`src/hw/pic_params.svh`:
```
// offsets, field positions, reset values and counts of the port control regs
`ifndef PIC_PARAMS_SVH
`define PIC_PARAMS_SVH

// ----------------------------------------------------------------
// register offsets on the management bus
// ----------------------------------------------------------------
`define PIC_REG_IRQ 5'h1b
`define PIC_REG_CTL1 5'h1e
`define PIC_REG_CTL2 5'h1f

// ----------------------------------------------------------------
// field positions
// ----------------------------------------------------------------
`define PIC_IRQ_EN_HI 15
`define PIC_IRQ_EN_LO 8
`define PIC_IRQ_FL_HI 7
`define PIC_IRQ_FL_LO 0
`define PIC_C1_LED_HI 15
`define PIC_C1_LED_LO 14
`define PIC_C1_POL 13
`define PIC_C1_XSTATE 11
`define PIC_C1_RLOOP 7
`define PIC_C2_XALG 15
`define PIC_C2_XSEL 14
`define PIC_C2_XDIS 13
`define PIC_C2_ENERGY 12
`define PIC_C2_FLINK 11
`define PIC_C2_ILVL 9

// ----------------------------------------------------------------
// reset values, frame counts, op codes and led modes
// ----------------------------------------------------------------
`define PIC_XALG_RST 1'h1
`define PIC_IRQ_PIN_RST 1'h1
`define PIC_PRE_ONES 6'h20
`define PIC_HDR_LAST 5'h0c
`define PIC_TA_LAST 5'h01
`define PIC_DATA_BITS 5'h10
`define PIC_DATA_LAST 5'h0f
`define PIC_OP_READ 2'h2
`define PIC_OP_WRITE 2'h1
`define PIC_LED_SPEED 2'h0
`define PIC_LED_ACT 2'h1

`endif

```
`src/hw/pic_pkg.sv`:
```
// types shared by the port control register bank
package pic_pkg;

   typedef enum logic [2:0] {
      S_PRE, S_HDR, S_RTA, S_RDAT, S_WTA, S_WDAT
   } pic_fsm_t;

   // wire-side status sampled into the control registers
   typedef struct packed {
      logic polarity_reversed;
      logic crossover_state;
      logic energy_detect;
   } pic_stat_t;

   // control levels handed to the line-side logic
   typedef struct packed {
      logic remote_loopback;
      logic crossover_algorithm_select;
      logic crossover_manual_swap;
      logic crossover_auto_disable;
      logic force_link_pass;
   } pic_ctrl_t;

   typedef struct packed {
      pic_fsm_t fsm;
      logic mdc_q;
      logic [5:0] ones;
      logic [4:0] cnt;
      logic [15:0] sh;
      logic [4:0] reg_a;
      logic [7:0] en;
      logic [7:0] flags;
      logic [1:0] led_mode;
      pic_ctrl_t ctrl;
      logic int_lvl;
      logic irq;
      logic led_a;
      logic led_b;
      logic mdio_o;
      logic mdio_oe;
   } pic_state_t;

endpackage

```
`src/hw/pic_regs.sv`:
```
// management-bus register bank: event interrupts, leds and crossover control
`timescale 1ns/1ps
`include "pic_params.svh"

module pic_regs (
   input wire logic clk_sys,
   input wire logic rst,
   input wire logic [4:0] phy_addr,
   input wire logic mdc,
   input wire logic mdio_i,
   output logic mdio_o,
   output logic mdio_oe,
   input wire logic [7:0] link_events,
   input wire pic_pkg::pic_stat_t line_stat,
   input wire logic link_up,
   input wire logic activity,
   input wire logic speed_100,
   output pic_pkg::pic_ctrl_t line_ctrl,
   output logic irq_pin,
   output logic led_pin_a,
   output logic led_pin_b
);

   pic_pkg::pic_state_t st_r;
   pic_pkg::pic_state_t st_nxt;
   logic rise;
   logic fall;
   logic rd_go;
   logic wr_go;
   logic [15:0] wr_val;
   logic [12:0] hdr;

   // ----------------------------------------------------------------
   // read data
   // ----------------------------------------------------------------
   function automatic logic [15:0] read_reg(
      input logic [4:0] a,
      input pic_pkg::pic_state_t s,
      input pic_pkg::pic_stat_t ls
   );
      logic [15:0] d;
      d = 16'h0000;
      case (a)
         `PIC_REG_IRQ: begin
            d[`PIC_IRQ_EN_HI:`PIC_IRQ_EN_LO] = s.en;
            d[`PIC_IRQ_FL_HI:`PIC_IRQ_FL_LO] = s.flags;
         end
         `PIC_REG_CTL1: begin
            d[`PIC_C1_LED_HI:`PIC_C1_LED_LO] = s.led_mode;
            d[`PIC_C1_POL] = ls.polarity_reversed;
            d[`PIC_C1_XSTATE] = ls.crossover_state;
            d[`PIC_C1_RLOOP] = s.ctrl.remote_loopback;
         end
         `PIC_REG_CTL2: begin
            d[`PIC_C2_XALG] = s.ctrl.crossover_algorithm_select;
            d[`PIC_C2_XSEL] = s.ctrl.crossover_manual_swap;
            d[`PIC_C2_XDIS] = s.ctrl.crossover_auto_disable;
            d[`PIC_C2_ENERGY] = ls.energy_detect;
            d[`PIC_C2_FLINK] = s.ctrl.force_link_pass;
            d[`PIC_C2_ILVL] = s.int_lvl;
         end
         default: d = 16'h0000;
      endcase
      return d;
   endfunction

   assign rise = mdc && !st_r.mdc_q;
   assign fall = !mdc && st_r.mdc_q;

   // ----------------------------------------------------------------
   // next state
   // ----------------------------------------------------------------
   always_comb begin
      st_nxt = st_r;
      rd_go = 1'b0;
      wr_go = 1'b0;
      wr_val = 16'h0000;
      hdr = {st_r.sh[11:0], mdio_i};
      st_nxt.mdc_q = mdc;
      // mdio is sampled on mdc rising edges, driven after falling ones
      case (st_r.fsm)
         pic_pkg::S_PRE: begin
            if (rise) begin
               if (mdio_i) begin
                  if (st_r.ones != `PIC_PRE_ONES) begin
                     st_nxt.ones = 6'(st_r.ones + 6'h01);
                  end
               end else if (st_r.ones == `PIC_PRE_ONES) begin
                  st_nxt.fsm = pic_pkg::S_HDR;
                  st_nxt.cnt = 5'h00;
                  st_nxt.ones = 6'h00;
               end else begin
                  st_nxt.ones = 6'h00;
               end
            end
         end
         pic_pkg::S_HDR: begin
            if (rise) begin
               st_nxt.sh = {st_r.sh[14:0], mdio_i};
               st_nxt.cnt = 5'(st_r.cnt + 5'h01);
               if (st_r.cnt == `PIC_HDR_LAST) begin
                  st_nxt.cnt = 5'h00;
                  st_nxt.reg_a = hdr[4:0];
                  st_nxt.fsm = pic_pkg::S_PRE;
                  if (hdr[12] && hdr[9:5] == phy_addr) begin
                     if (hdr[11:10] == `PIC_OP_READ) begin
                        rd_go = 1'b1;
                        st_nxt.sh = read_reg(hdr[4:0], st_r, line_stat);
                        st_nxt.fsm = pic_pkg::S_RTA;
                     end else if (hdr[11:10] == `PIC_OP_WRITE) begin
                        st_nxt.fsm = pic_pkg::S_WTA;
                     end
                  end
               end
            end
         end
         pic_pkg::S_RTA: begin
            if (fall) begin
               st_nxt.cnt = 5'(st_r.cnt + 5'h01);
               if (st_r.cnt == `PIC_TA_LAST) begin
                  st_nxt.mdio_oe = 1'b1;
                  st_nxt.mdio_o = 1'b0;
                  st_nxt.cnt = 5'h00;
                  st_nxt.fsm = pic_pkg::S_RDAT;
               end
            end
         end
         pic_pkg::S_RDAT: begin
            if (fall) begin
               if (st_r.cnt == `PIC_DATA_BITS) begin
                  st_nxt.mdio_oe = 1'b0;
                  st_nxt.mdio_o = 1'b0;
                  st_nxt.cnt = 5'h00;
                  st_nxt.fsm = pic_pkg::S_PRE;
               end else begin
                  st_nxt.mdio_o = st_r.sh[15];
                  st_nxt.sh = {st_r.sh[14:0], 1'b0};
                  st_nxt.cnt = 5'(st_r.cnt + 5'h01);
               end
            end
         end
         pic_pkg::S_WTA: begin
            if (rise) begin
               st_nxt.cnt = 5'(st_r.cnt + 5'h01);
               if (st_r.cnt == `PIC_TA_LAST) begin
                  st_nxt.cnt = 5'h00;
                  st_nxt.fsm = pic_pkg::S_WDAT;
               end
            end
         end
         pic_pkg::S_WDAT: begin
            if (rise) begin
               st_nxt.sh = {st_r.sh[14:0], mdio_i};
               st_nxt.cnt = 5'(st_r.cnt + 5'h01);
               if (st_r.cnt == `PIC_DATA_LAST) begin
                  wr_go = 1'b1;
                  wr_val = {st_r.sh[14:0], mdio_i};
                  st_nxt.cnt = 5'h00;
                  st_nxt.fsm = pic_pkg::S_PRE;
               end
            end
         end
         default: begin
            st_nxt.fsm = pic_pkg::S_PRE;
         end
      endcase

      // ----------------------------------------------------------------
      // register writes
      // ----------------------------------------------------------------
      if (wr_go) begin
         case (st_r.reg_a)
            `PIC_REG_IRQ: begin
               st_nxt.en = wr_val[`PIC_IRQ_EN_HI:`PIC_IRQ_EN_LO];
            end
            `PIC_REG_CTL1: begin
               st_nxt.led_mode = wr_val[`PIC_C1_LED_HI:`PIC_C1_LED_LO];
               st_nxt.ctrl.remote_loopback = wr_val[`PIC_C1_RLOOP];
            end
            `PIC_REG_CTL2: begin
               st_nxt.ctrl.crossover_algorithm_select =
                  wr_val[`PIC_C2_XALG];
               st_nxt.ctrl.crossover_manual_swap =
                  wr_val[`PIC_C2_XSEL];
               st_nxt.ctrl.crossover_auto_disable =
                  wr_val[`PIC_C2_XDIS];
               st_nxt.ctrl.force_link_pass = wr_val[`PIC_C2_FLINK];
               st_nxt.int_lvl = wr_val[`PIC_C2_ILVL];
            end
            default: begin
               st_nxt.en = st_r.en;
            end
         endcase
      end

      // flags are snapshotted at the read, so an event in that cycle
      // survives the clear and shows on the next read
      if (rd_go && hdr[4:0] == `PIC_REG_IRQ) begin
         st_nxt.flags = 8'h00;
      end
      st_nxt.flags = st_nxt.flags | link_events;

      // pin polarity follows the level bit even with nothing pending
      st_nxt.irq = (|(st_nxt.flags & st_nxt.en)) ? st_nxt.int_lvl
                                                 : !st_nxt.int_lvl;

      // reserved modes keep both leds dark
      case (st_nxt.led_mode)
         `PIC_LED_SPEED: begin
            st_nxt.led_b = speed_100;
            st_nxt.led_a = link_up && !activity;
         end
         `PIC_LED_ACT: begin
            st_nxt.led_b = activity;
            st_nxt.led_a = link_up;
         end
         default: begin
            st_nxt.led_b = 1'b0;
            st_nxt.led_a = 1'b0;
         end
      endcase
   end

   always_ff @(posedge clk_sys or posedge rst) begin
      if (rst) begin
         st_r <= '0;
         st_r.fsm <= pic_pkg::S_PRE;
         // mdc idles high; a low copy here would fake a rise after reset
         st_r.mdc_q <= 1'b1;
         st_r.ctrl.crossover_algorithm_select <= `PIC_XALG_RST;
         st_r.irq <= `PIC_IRQ_PIN_RST;
      end else begin
         st_r <= st_nxt;
      end
   end

   assign mdio_o = st_r.mdio_o;
   assign mdio_oe = st_r.mdio_oe;
   assign line_ctrl = st_r.ctrl;
   assign irq_pin = st_r.irq;
   assign led_pin_a = st_r.led_a;
   assign led_pin_b = st_r.led_b;
endmodule

```
`config.mk`:
```
export PLATFORM = sky130hd
export DESIGN_NAME = pic_regs
export DESIGN_NICKNAME = d
export VERILOG_FILES = /design/src/hw/pic_pkg.sv /design/src/hw/pic_regs.sv
export VERILOG_INCLUDE_DIRS = /design/src /design/src/hw
export SDC_FILE = /design/constraint.sdc
export NUM_CORES = 1
export LEC_CHECK = 0
export ABC_AREA = 1
export BUFFER_PORTS_ARGS = -buffer_cell sky130_fd_sc_hd__buf_2
export CELL_PAD_IN_SITES_DETAIL_PLACEMENT = 1
export CELL_PAD_IN_SITES_GLOBAL_PLACEMENT = 1
export CORE_MARGIN = 8
export CORE_UTILIZATION = 47
export DETAILED_ROUTE_END_ITERATION = 8
export PLACE_DENSITY = 0.81
export SLEW_MARGIN = 10
export SYNTH_ARGS = -nofsm -noshare
export SYNTH_HDL_FRONTEND = slang
export SYNTH_SLANG_ARGS = --single-unit
```
`constraint.sdc`:
```
create_clock -name clk_sys -period 3.3 [get_ports clk_sys]
set_input_delay 0.33 -clock clk_sys [delete_from_list [all_inputs] [get_ports clk_sys]]
set_output_delay 0.33 -clock clk_sys [all_outputs]
set_load 0.01 [all_outputs]
```
# --- Word level (Yosys, flattened, before mapping) ---
# Index checks and enable logic that the tools add are counted.
classes:
  n_eq_ne: 36
  n_bitwise: 2
  addsub: 2
  reduce_logical: 24
  muxes: 69
op_table:
  columns: ["operator", "count"]
  rows:
  - ["16-bit two-way mux", 6]
  - ["26-bit two-way mux", 2]
  - ["3-bit two-way mux", 17]
  - ["16-bit case mux with 3 select lines", 1]
  - ["5-bit two-way mux", 9]
  - ["21-bit two-way mux", 2]
  - ["5-bit equality test (second input constant)", 7]
  - ["8-bit two-way mux", 4]
  - ["5-bit case mux with 6 select lines", 1]
  - ["2-bit inequality test (second input constant)", 14]
  - ["3-bit case mux with 6 select lines", 1]
  - ["1-bit two-way mux", 13]
  - ["13-bit AND reduction", 1]
  - ["6-bit two-way mux", 2]
  - ["5-bit by 4-bit equality test with 1-bit output (second input constant)", 2]
  - ["5-bit AND reduction", 2]
  - ["3-bit case mux with 3 select lines", 1]
  - ["9-bit AND reduction", 1]
  - ["8-bit bitwise AND", 1]
  - ["8-bit OR", 1]
  - ["2-bit case mux with 2 select lines", 2]
  - ["8-bit OR reduction", 1]
  - ["7-bit two-way mux", 1]
  - ["6-bit by 1-bit adder with 6-bit output (second input constant)", 1]
  - ["other kinds (24)", 40]
word_totals:
  word_cells: 153
  register_bits: 65
  input_bits: 23
  out_inout_bits: 10

# --- Depth between registers and ports, before layout ---
# Gate-level depths: netlist of the first run.
logic_depth:
  depth_word: 12
  ltp_mapped: 16
  mapped_depth_nobuf: 15

# --- Worst setup path before layout of the first run ---
# Ideal clock, no wire load.
synth_timing:
  kind: "reg-to-reg"
  from: "register st_r[50] (netlist name)"
  to: "register st_r, in the netlist irq_pin"
  setup_time_ns: 0.076
  t_arrival_ns: 1.811
  path_buffers: 1
  synth_period_minus_slack_ns: 1.886
  path_slack_ns: 1.414
  t_required_ns: 3.224
  path_stages_with_launch: 17
  cell_sequence: "dfrtp_1 ha_1 nand3_1 inv_1 ha_1 nand2_1 nor2_4 nand3_2 buf_6 nand2_1 o21ai_1 nand2_1 nand2_1 nor2_1 nand2_1 nand2_1 nand2_1"
synth_lines:
  columns: ["item", "line_no", "rtl"]
  rows:
  - ["from (decl)", "pic_regs.sv:24", "pic_pkg::pic_state_t st_r;"]
  - ["from (signal assigned)", "pic_regs.sv:233", "st_r <= st_nxt;"]

==> results of run 1 <==
[where the power goes]
part / internal (mW) / leakage, nW / switching, mW
combinational: 0.112 / 1.06 / 0.234
sequential: 0.869 / 0.766 / 0.0598
clock: 0.429 / 0.101 / 0.328
total: 1.41 / 1.93 / 0.622
[flip-flops by register name, summed over array words and instances (netlist names)]
register / count
st_r: 43
hdr: 12
line_ctrl: 5
irq_pin: 1
led_pin_a: 1
led_pin_b: 1
mdio_o: 1
mdio_oe: 1
[worst min-delay path by stage]
stage	slack [ns]	to	start	depth (start not counted)
finish	0.11	st_r[61]$_DFF_PP1_	mdc	1
global route	0.10	st_r[61]$_DFF_PP1_	mdc	1
CTS	0.10	st_r[61]$_DFF_PP1_	mdc	1
detailed placement	0.47	st_r[61]$_DFF_PP1_	mdc	1
global placement	0.46	st_r[61]$_DFF_PP1_	mdc	1
floorplan	0.33	st_r[61]$_DFF_PP1_	mdc	0
[kinds of logic after synthesis]
group / count (synthesis) / share of synthesized area [%]
xor+xnor: 4 / 1.032
mux: 1 / 0.3317
simple gates: 187 / 24.29
buf+inv: 69 / 8.625
compound gates: 90 / 15.11
fa+ha+maj: 7 / 2.580
flops: 65 / 48.03
[metal layers]
metal	global-route usage, %	part of all wire (%)	routed length (µm)
met1	26.51	47	4444
met2	32.45	47	4483
met3	4.558	4.6	438
met4	7.102	1.8	170
met5	0	0	0
[cell type report]
type | instances | area, µm²
multi-input combinational | 289 | 1471
sequential | 65 | 1630
fill | 930 | 3292
timing repair buffer | 36 | 190.2
clock buffer | 12 | 135.1
inverter | 58 | 217.7
clock inverter | 4 | 76.32
tap | 99 | 123.9
[per-stage QoR]
step / worst slack [ns] / std cells / instance area, µm² / hold WS [ns] / power, mW
global placement: 0.9180 / 547 / 3633 / 0.4633 / 1.266
finish: 0.7461 / 563 / 3845 / 0.1082 / 2.033
CTS: 0.7912 / 563 / 3845 / 0.1032 / 2.039
floorplan: 1.349 / 423 / 3395 / 0.3345 / 1.154
detailed placement: 0.8027 / 547 / 3633 / 0.4707 / 1.281
global route: 0.4666 / 563 / 3845 / 0.1044 / 2.130
[critical path, delay by kind of cell (launching register included)]
family / cells / cell delay (ns)
DFF: 1 / 0.41
and+or+nand+nor: 13 / 1.79
adders and majority gates: 1 / 0.18
buffers and inverters: 1 / 0.11
[layout by cell type (no fill, tap or decap), drive strengths merged, types with 3 or more instances in the layout]
cell type	netlist	routed
a21oi	13	13
a22o	3	3
buf	10	36
clkbuf	1	12
dfrtp	62	62
dfstp	3	3
ha	7	7
inv	58	59
nand2	117	117
nand3	27	27
nand4	4	4
nor2	29	29
nor3	7	7
nor3b	3	3
o21ai	53	53
o22ai	10	10
o31ai	3	3
==> results.md, run 1 <==
* Clock-pin slew on the worst setup and hold paths at 0.08 ns
* Worst EP arrival at ~2.8 ns
* Synthesized instance count at 423
* Nets at between 400 and 500
* CTS root buffer: clkbuf_8
* Die Width at between 100 and 150 µm
* Part of the cycle the worst path needs at about 77%
* Syn Std Cell Area at around 3400 µm²
* Rows at 31
* Count leader, synth: nand2_1
* Cell variety after synth at 38
* Skew-Pair Late Insertion Delay at around 0.35 ns
* Max Cap Violations at 0
* H-tree Lvls at 3
* Post-layout min period at ~2.6 ns
* P_leak at ~1.9 nW
* CTS Buf Count at 9
* Largest stage delay, worst path at approximately 0.41 ns
* Detail Placement HPWL at between 6000 and 7000 µm
* FFs w/ async S/R, synth at 100.0%
* Avg Inst Size Synth at about 8.0 µm²
* Remaining Overflow, GRT at 0
* DR iter-0 viols at ~130
* CP endpoint kind: flop
* Share of layout cells above drive strength 1 at between 10% and 20%
* CP Launch Type: flop
* RePlAce Congestion at between 0.8 and 0.9
* Post-synthesis sequential area ratio at 48.03%
* Pins Over Slew Limit at 0
* TritonCTS clock tree: built
* Slowest cell on crit path: dfrtp_1
* Yosys top cell by area: dfrtp_1
* FMAX at 391.6 MHz
* FF-to-FF path depth at 15
* Post-DR vias/cell at about 5.4
* Io pins at 33
* Critical path type: reg -> reg
* Die Y at about 100 µm
* Routed wire length at roughly 9500 µm
* Via count at around 3000
* Total track usage at between 20% and 30%
* Drt drc at 0
* Post-CTS resize count at 0
* YS warnings at 0
* Final Setup Violations at 0
* Hold Path Class: in -> reg
* RSZ-0062 raised after global routing: no
* Hold_buf cts at 0
* EDFF count, synth at 0
* Critical-path maximum fanout at 11
* Core Region at 7137 µm²
* Antenna violations before repair at 0
* Die area at 10200 µm²
* Synthesis-stage register bit count at 65
* Port-buffer cells at 32
* Synth-to-Final Area Change at 13.27%
* CP Capture Point: irq_pin$_DFF_PP1_
* Reg-to-reg endpoint: irq_pin$_DFF_PP1_
* CP required at 3.58 ns
* Synth top area share at between 40% and 50%
* Crit path top cell by count: nand2_1
* Pwr Density at approximately 530 nW/µm²
* First-pass GRT wire length at roughly 16000 µm
* Post-DR wirelength/cell at 16.94 µm
* Largest net degree at the start of global routing at 50
* CP startpoint: st_r[51]$_DFFE_PP0P_
* Relative slew slack at 31.04%
* Post-route antenna net violation count at 0
* Hold Violations, Final at 0
* Maximum VDD drop at about 0.22 mV
* Top cells by count, synth: 117 x nand2_1, 62 x dfrtp_1, 53 x inv_1
* Setup Buffers After CTS at 0
* Worst r2r src: st_r[51]$_DFFE_PP0P_
* Slew @ Worst Pin at around 1.0 ns
* Outcome: finished, final reports clean
* Clk sinks at 65
* Reg2reg setup slack at roughly 0.75 ns
* Vias in the first global route at between 3000 and 4000
* Top FF cell, synth: dfrtp_1
* Synth top area cells: dfrtp_1 46%, nand2_1 13%, o21ai_0 6.2%
* Worst Skew at around 0.012 ns
* Final setup TNS at 0 ns
* Fin util at between 50% and 60%
* Drt pass-1 iters at 4
* Clock Path Buffers at 2
* Initial core utilization at 47.56%
* Crit path cell chain: inv_1 > ha_1 > nand2_1 > nor2_4 > nand3_1 > nor2_1 > nand3_2 > nand2_1 > nand2_1 > nand2_1 > nand2_1 > nor2_2 > nand2_1 > nand2_1 > nand2_1
* Antenna cells at 0
* Mapped Nets at around 450
Note: power is estimated with default switching activity, not from simulation.
==> inputs of run 2 (changes only) <==
--- a/config.mk
+++ b/config.mk
@@ -11,9 +11,9 @@
 export CELL_PAD_IN_SITES_DETAIL_PLACEMENT = 1
 export CELL_PAD_IN_SITES_GLOBAL_PLACEMENT = 1
 export CORE_MARGIN = 8
-export CORE_UTILIZATION = 47
+export CORE_UTILIZATION = 44
 export DETAILED_ROUTE_END_ITERATION = 8
-export PLACE_DENSITY = 0.81
+export PLACE_DENSITY = 0.76
 export SLEW_MARGIN = 10
 export SYNTH_ARGS = -nofsm -noshare
 export SYNTH_HDL_FRONTEND = slang
==> constraint.sdc (replaced) <==
create_clock -name clk_sys -period 2.35 [get_ports clk_sys]
set_input_delay 0.235 -clock clk_sys [delete_from_list [all_inputs] [get_ports clk_sys]]
set_output_delay 0.235 -clock clk_sys [all_outputs]
set_load 0.01 [all_outputs]
==> run 2 against run 1 <==
First-iteration DRC count decreased by 4.6%. Highest routed layer unchanged. Maximum frequency increased by 16%. Sequential power increased by 40%. Cell count increased by 2.0%. Largest cell class unchanged. Design area increased by 3.4%. Critical path depth unchanged. Register-to-register slack got worse by 0.60 ns.
==> results.md, run 2 (synthesis gave the netlist of run 1 again) <==
* Hold Path Class: in -> reg
* First-pass GRT wire length at between 15000 and 20000 µm
* H-tree Lvls at 3
* Io pins at 33
* Nets at ~500
* P_leak at ~2 nW
* Post-route insts no fill at 574
* Synth-to-Final Area Change at 17.10%
* Final setup TNS at 0 ns
* Crit path cell chain: ha_2 > nand3_1 > inv_1 > ha_2 > nand2_1 > nor2_4 > nand3_4 > buf_4 > o21ai_1 > nand2_1 > nand2_1 > nor2_1 > nand2_1 > nand2_1 > nand2_1
* TritonCTS clock tree: built
* Slew @ Worst Pin at between 0.4 and 0.5 ns
* Top delay family on crit path: simple AND/OR/NAND/NOR gates
* CTS Buf Count at 9
* Clock Path Buffers at 2
* Share of layout cells above drive strength 1 at 18.22%
* FMAX at roughly 450 MHz
* Most frequent cells in the layout: 117 x nand2_1, 62 x dfrtp_1, 52 x inv_1
* Worst Skew at 0.007521 ns
* WHS at about 0.015 ns
* Hold Violations, Final at 0
* Core Region at roughly 7600 µm²
* Final Setup Violations at 0
* Port-buffer cells at 32
* Worst EP arrival at ~2.5 ns
* Worst slack, placed at roughly 0.095 ns
* # placed instances at 554
* Via count at 3009
* Rows at 32
* Antenna violations before repair at 0
* Fillers at a little under 1000
* Post-route antenna net violation count at 0
* Largest stage delay, worst path at around 0.40 ns
* Buf+Inv Stages, Crit Path at 2
* DP Area at about 3700 µm²
* Setup WS post-layout at around 0.14 ns
* Post-DR vias/cell at ~5.2
* Drt drc at 0
* CP Launch Type: flop
* Pins Over Slew Limit at 0
* Final Cell Area at about 4000 µm²
* Pwr Density at 740.0 nW/µm²
* Die Y at ~100 µm
* Commonest non-fill, non-tap cell in the layout: nand2_1
* Vias in the first global route at approximately 3100
* Max Cap Violations at 0
* Critical path type: reg -> reg
* Routed wire length at between 9000 and 10000 µm
* Post-layout min period at between 2 and 2.5 ns
* Drt pass-1 iters at 4
* Part of the cycle the worst path needs at a little over nine tenths
* Initial core utilization at between 40% and 50%
* Die Width at a little over 100 µm
* Maximum VDD drop at between 0.4 and 0.5 mV
* Die area at 10780 µm²
* Clk sinks at between 60 and 70
* Remaining Overflow, GRT at 0
* Outcome: finished, final reports clean
* Clock-pin slew on the worst setup and hold paths at 0.07 ns
* CP endpoint kind: flop
* Critical-path maximum fanout at 16
* Largest net degree at the start of global routing at 66
* Fin util at between 50% and 60%
* Top reg by flops: st_r
* Max reg flops at 43
* Detail Placement HPWL at 6679 µm
* Skew-Pair Late Insertion Delay at 0.35 ns
* RePlAce Congestion at slightly below 0.8
* Slowest cell on crit path: dfrtp_1
* CTS root buffer: clkbuf_8
* DR iter-0 viols at between 100 and 150
* Antenna cells at 0
* Crit path top cell by count: nand2_1
* CP required at 2.64 ns
* RSZ-0062 raised after global routing: yes
* Pwr Total at approximately 2.9 mW
* Post-DR wirelength/cell at approximately 16 µm
* Total track usage at between 15 and 20%
* Relative slew slack at a little over two thirds
[run 2: cell types whose count changed in the layout (fill, tap and decap cells not counted), moves of 2 or more]
cell / change
buf_4: +6
ha_1: -2
clkbuf_8: +3
nand3_2: -2
ha_2: +2
nand3_4: +2
clkbuf_1: -3
[run 2: worst reg2reg max path, delay by kind of cell, from the launching register on]
kind	cells	cell delay, ns
AND/OR/NAND/NOR	10	0.88
adder cells (fa/ha/maj)	2	0.42
flip-flops	1	0.40
buffers and inverters	2	0.29
AO/OA/AOI/OAI	1	0.16
[run 2: worst paths after layout]
path                                 startpoint  slack (ns)                  end  depth (start not counted)
setup / recovery           st_r[50]$_DFFE_PP0P_        0.14    irq_pin$_DFF_PP1_                         15
hold / removal                              mdc        0.01   st_r[61]$_DFF_PP1_                          1
setup reg to reg           st_r[50]$_DFFE_PP0P_        0.14    irq_pin$_DFF_PP1_                         15
hold reg to reg             mdio_oe$_DFFE_PP0P_        0.50  mdio_oe$_DFFE_PP0P_                          2
max in group asynchronous                   rst        1.53   st_r[61]$_DFF_PP1_                          4
min in group asynchronous                   rst        0.50   st_r[13]$_DFF_PP0_                          4
[run 2: final cells by class]
cell class | instances | area [µm²] | share of cell area, %
clock buffer | 12 | 165.2 | 4.155
clock inverter | 4 | 73.82 | 1.857
inverter | 58 | 217.7 | 5.477
multi-input combinational | 289 | 1495 | 37.61
sequential | 65 | 1630 | 41.01
tap | 102 | 127.6 | 3.211
timing repair buffer | 44 | 265.3 | 6.673
[run 2: repair_timing]
| action | CTS | global route |
|---|---|---|
| hold buffers | 1 | 0 |
| setup endpoints to repair | 0 | 3 |
| setup buffers | 0 | 3 |
| gates resized for setup | 0 | 5 |
| hold endpoints to repair | 62 | 0 |
[run 2: power breakdown]
| group | leakage, nW | switching (mW) | internal, mW |
|---|---|---|---|
| clock network | 0.123 | 0.461 | 0.685 |
| logic | 1.10 | 0.328 | 0.166 |
| registers | 0.766 | 0.0820 | 1.22 |
| total | 1.99 | 0.871 | 2.07 |
[run 2: metal layers]
| metal | up-vias | GRT usage (%) | wire length [µm] |
|---|---|---|---|
| met5 | - | 0 | 0 |
| met4 | 0 | 4.550 | 91 |
| met3 | 14 | 4.523 | 444 |
| met2 | 51 | 26.58 | 4090 |
| met1 | 1482 | 24.25 | 4535 |
| li1 | 1462 | - | - |
==> inputs of run 3 (changes only) <==
--- a/config.mk
+++ b/config.mk
@@ -10,9 +10,10 @@
 export BUFFER_PORTS_ARGS = -buffer_cell sky130_fd_sc_hd__buf_2
 export CELL_PAD_IN_SITES_DETAIL_PLACEMENT = 1
 export CELL_PAD_IN_SITES_GLOBAL_PLACEMENT = 1
-export CORE_MARGIN = 8
+export CORE_MARGIN = 2
 export CORE_UTILIZATION = 44
 export DETAILED_ROUTE_END_ITERATION = 8
+export MAX_ROUTING_LAYER = met4
 export PLACE_DENSITY = 0.76
 export SLEW_MARGIN = 10
 export SYNTH_ARGS = -nofsm -noshare
==> run 3 against run 2 <==
Total power fell by 7.2%. Register-to-register slack improved by 0.04 ns. Critical endpoint unchanged. Worst setup slack improved by 0.037 ns. Utilization shrank 0.84 points. Clock power shrank 19%. Design area shrank 1.6%. Hold slack gained 0.014 ns. Cell count shrank 0.52%. Sequential share of layout area up 0.67 points.
==> results.md, run 3 (synthesis gave the netlist of run 1 again) <==
* Outcome: finished, final reports clean
* Worst slack, placed at 0.05917 ns
* Largest net degree at the start of global routing at 30
* RSZ-0062 raised after global routing: yes
* Fillers at 960
* Maximum VDD drop at approximately 0.36 mV
* Hold Path Class: in -> reg
* First-pass GRT wire length at 15170 µm
* Nets at a little under 500
* Final Setup Violations at 0
* Top reg by flops: st_r
* P_leak at a little under 2 nW
* Worst EP arrival at between 2 and 2.5 ns
* Drt pass-1 iters at 4
* Largest stage delay, worst path at around 0.40 ns
* Routed wire length at 9132 µm
* Detail Placement HPWL at between 6000 and 7000 µm
* CP endpoint kind: flop
* Slowest cell on crit path: dfrtp_1
* Die area at 8434 µm²
* Setup WS post-layout at roughly 0.18 ns
* Core Region at about 7600 µm²
* Max reg flops at 43
* Synth-to-Final Area Change at 15.22%
* RePlAce Congestion at between 0.8 and 0.9
* Final Cell Area at between 3000 and 4000 µm²
* Initial core utilization at approximately 45%
* Antenna violations before repair at 0
* Via count at around 3000
* CP startpoint: st_r[50]$_DFFE_PP0P_
* Remaining Overflow, GRT at 0
* Skew-Pair Late Insertion Delay at between 0.3 and 0.4 ns
* Total track usage at roughly a quarter
* Reg-to-reg endpoint: irq_pin$_DFF_PP1_
* Area of the multi-input gates at about 1500 µm²
* CP Launch Type: flop
* Port-buffer cells at 32
* Post-DR wirelength/cell at between 15 and 20 µm
* Clk sinks at 65
* Die Width at between 90 and 100 µm
* Most frequent cells in the layout: 117 x nand2_1, 62 x dfrtp_1, 52 x inv_1
* Post-DR vias/cell at between 5 and 6
* Post-route antenna net violation count at 0
* CTS Buf Count at 9
* Pins Over Slew Limit at 0
* Max Cap Violations at 0
* Worst Skew at around 0.011 ns
* Register Area at between 1500 and 2000 µm²
* Post-route insts no fill at approximately 570
* Worst r2r src: st_r[50]$_DFFE_PP0P_
* Vias in the first global route at 3051
* DP Area at roughly 3700 µm²
* Antenna cells at 0
* Reg2reg setup slack at about 0.18 ns
* Post-layout min period at around 2.2 ns
* Clock Path Buffers at 2
* Pwr Density at about 700 nW/µm²
* Crit path cell chain: ha_1 > nand3_1 > inv_1 > ha_1 > nand2_1 > nor2_4 > nand3_2 > nand2_1 > o21ai_1 > nand2_1 > nand2_1 > nor2_2 > nand2_1 > nand2_1 > nand2_1
* Relative slew slack at 49.74%
* Slew @ Worst Pin at 0.7522 ns
* Share of layout cells above drive strength 1 at between 10% and 20%
* Io pins at 33
* CP Capture Point: irq_pin$_DFF_PP1_
* # placed instances at around 550
* DR iter-0 viols at 79
* Critical-path maximum fanout at 8
* Commonest non-fill, non-tap cell in the layout: nand2_1
* Crit path top cell by count: nand2_1
* Rows at 32
* FMAX at roughly 460 MHz
* Hold Violations, Final at 0
* TritonCTS clock tree: built
* Pwr Total at between 2 and 3 mW
* CP required at ~2.6 ns
* FF-to-FF path depth at 15
* Die Y at about 92 µm
* Part of the cycle the worst path needs at between 90% and 100%
* Clock-pin slew on the worst setup and hold paths at ~0.070 ns
* Drt drc at 0
* H-tree Lvls at 3
* Critical path type: reg -> reg
* CTS root buffer: clkbuf_8
run 3: routing by layer:
layer / wire length [µm] / GRT usage (%) / share of wire (%) / up-vias
met2: 4074 / 35.29 / 45 / 53
met1: 4571 / 33.30 / 50 / 1474
met3: 286 / 4.191 / 3.1 / 17
met5: 0 / - / 0 / -
met4: 199 / 6.841 / 2.2 / 0
li1: - / - / - / 1465
run 3: cell type report:
type	instances	share of cell area, %
Timing Repair Buffer	41	6.206
Sequential cell	65	41.68
Clock inverter	3	1.088
Inverter	58	5.566
Clock buffer	12	3.711
Multi-Input combinational cell	290	38.48
Tap cell	102	3.263
run 3: worst min-delay path by stage:
| stage | startpoint | end | slack, ns | depth (start not counted) |
|---|---|---|---|---|
| after global routing | mdc | st_r[61]$_DFF_PP1_ | 0.02 | 1 |
| after CTS | mdc | st_r[61]$_DFF_PP1_ | 0.02 | 1 |
| final | mdc | st_r[61]$_DFF_PP1_ | 0.03 | 1 |
| after global placement | rst | st_r[15]$_DFF_PP0_ | 0.27 | 2 |
| after floorplan | mdc | st_r[61]$_DFF_PP1_ | 0.24 | 0 |
| after detailed placement | rst | st_r[15]$_DFF_PP0_ | 0.27 | 2 |
run 3: metrics by stage:
step / hold WS (ns) / utilization (%) / TNS (ns)
2_1_floorplan: 0.2395 / - / 0
3_3_place_gp: 0.2742 / 48.37 / 0
3_5_place_dp: 0.2731 / 48.37 / 0
4_1_cts: 0.01833 / 50.97 / 0
5_1_grt: 0.01659 / 51.41 / -0.05662
6_report: 0.02837 / 51.41 / 0
run 3: worst max-delay path, delay by kind of cell, from the launching register on:
kind / cells / cell delay, ns
buf+inv: 1 / 0.08
compound gates: 1 / 0.09
simple gates: 11 / 1.15
flops: 1 / 0.40
fa+ha+maj: 2 / 0.40
run 3: repair_timing:
| action | CTS | global route |
|---|---|---|
| endpoints found under the hold margin | 17 | 0 |
| resized for setup | 0 | 6 |
| setup endpoints to repair | 0 | 2 |
| setup buffers | 0 | 0 |
| hold buffers | 1 | 0 |
run 3: report_power, final:
part           internal (mW)  total, mW  switching (mW)
registers               1.22       1.30          0.0803
clock network          0.512      0.930           0.418
logic                  0.167      0.498           0.331
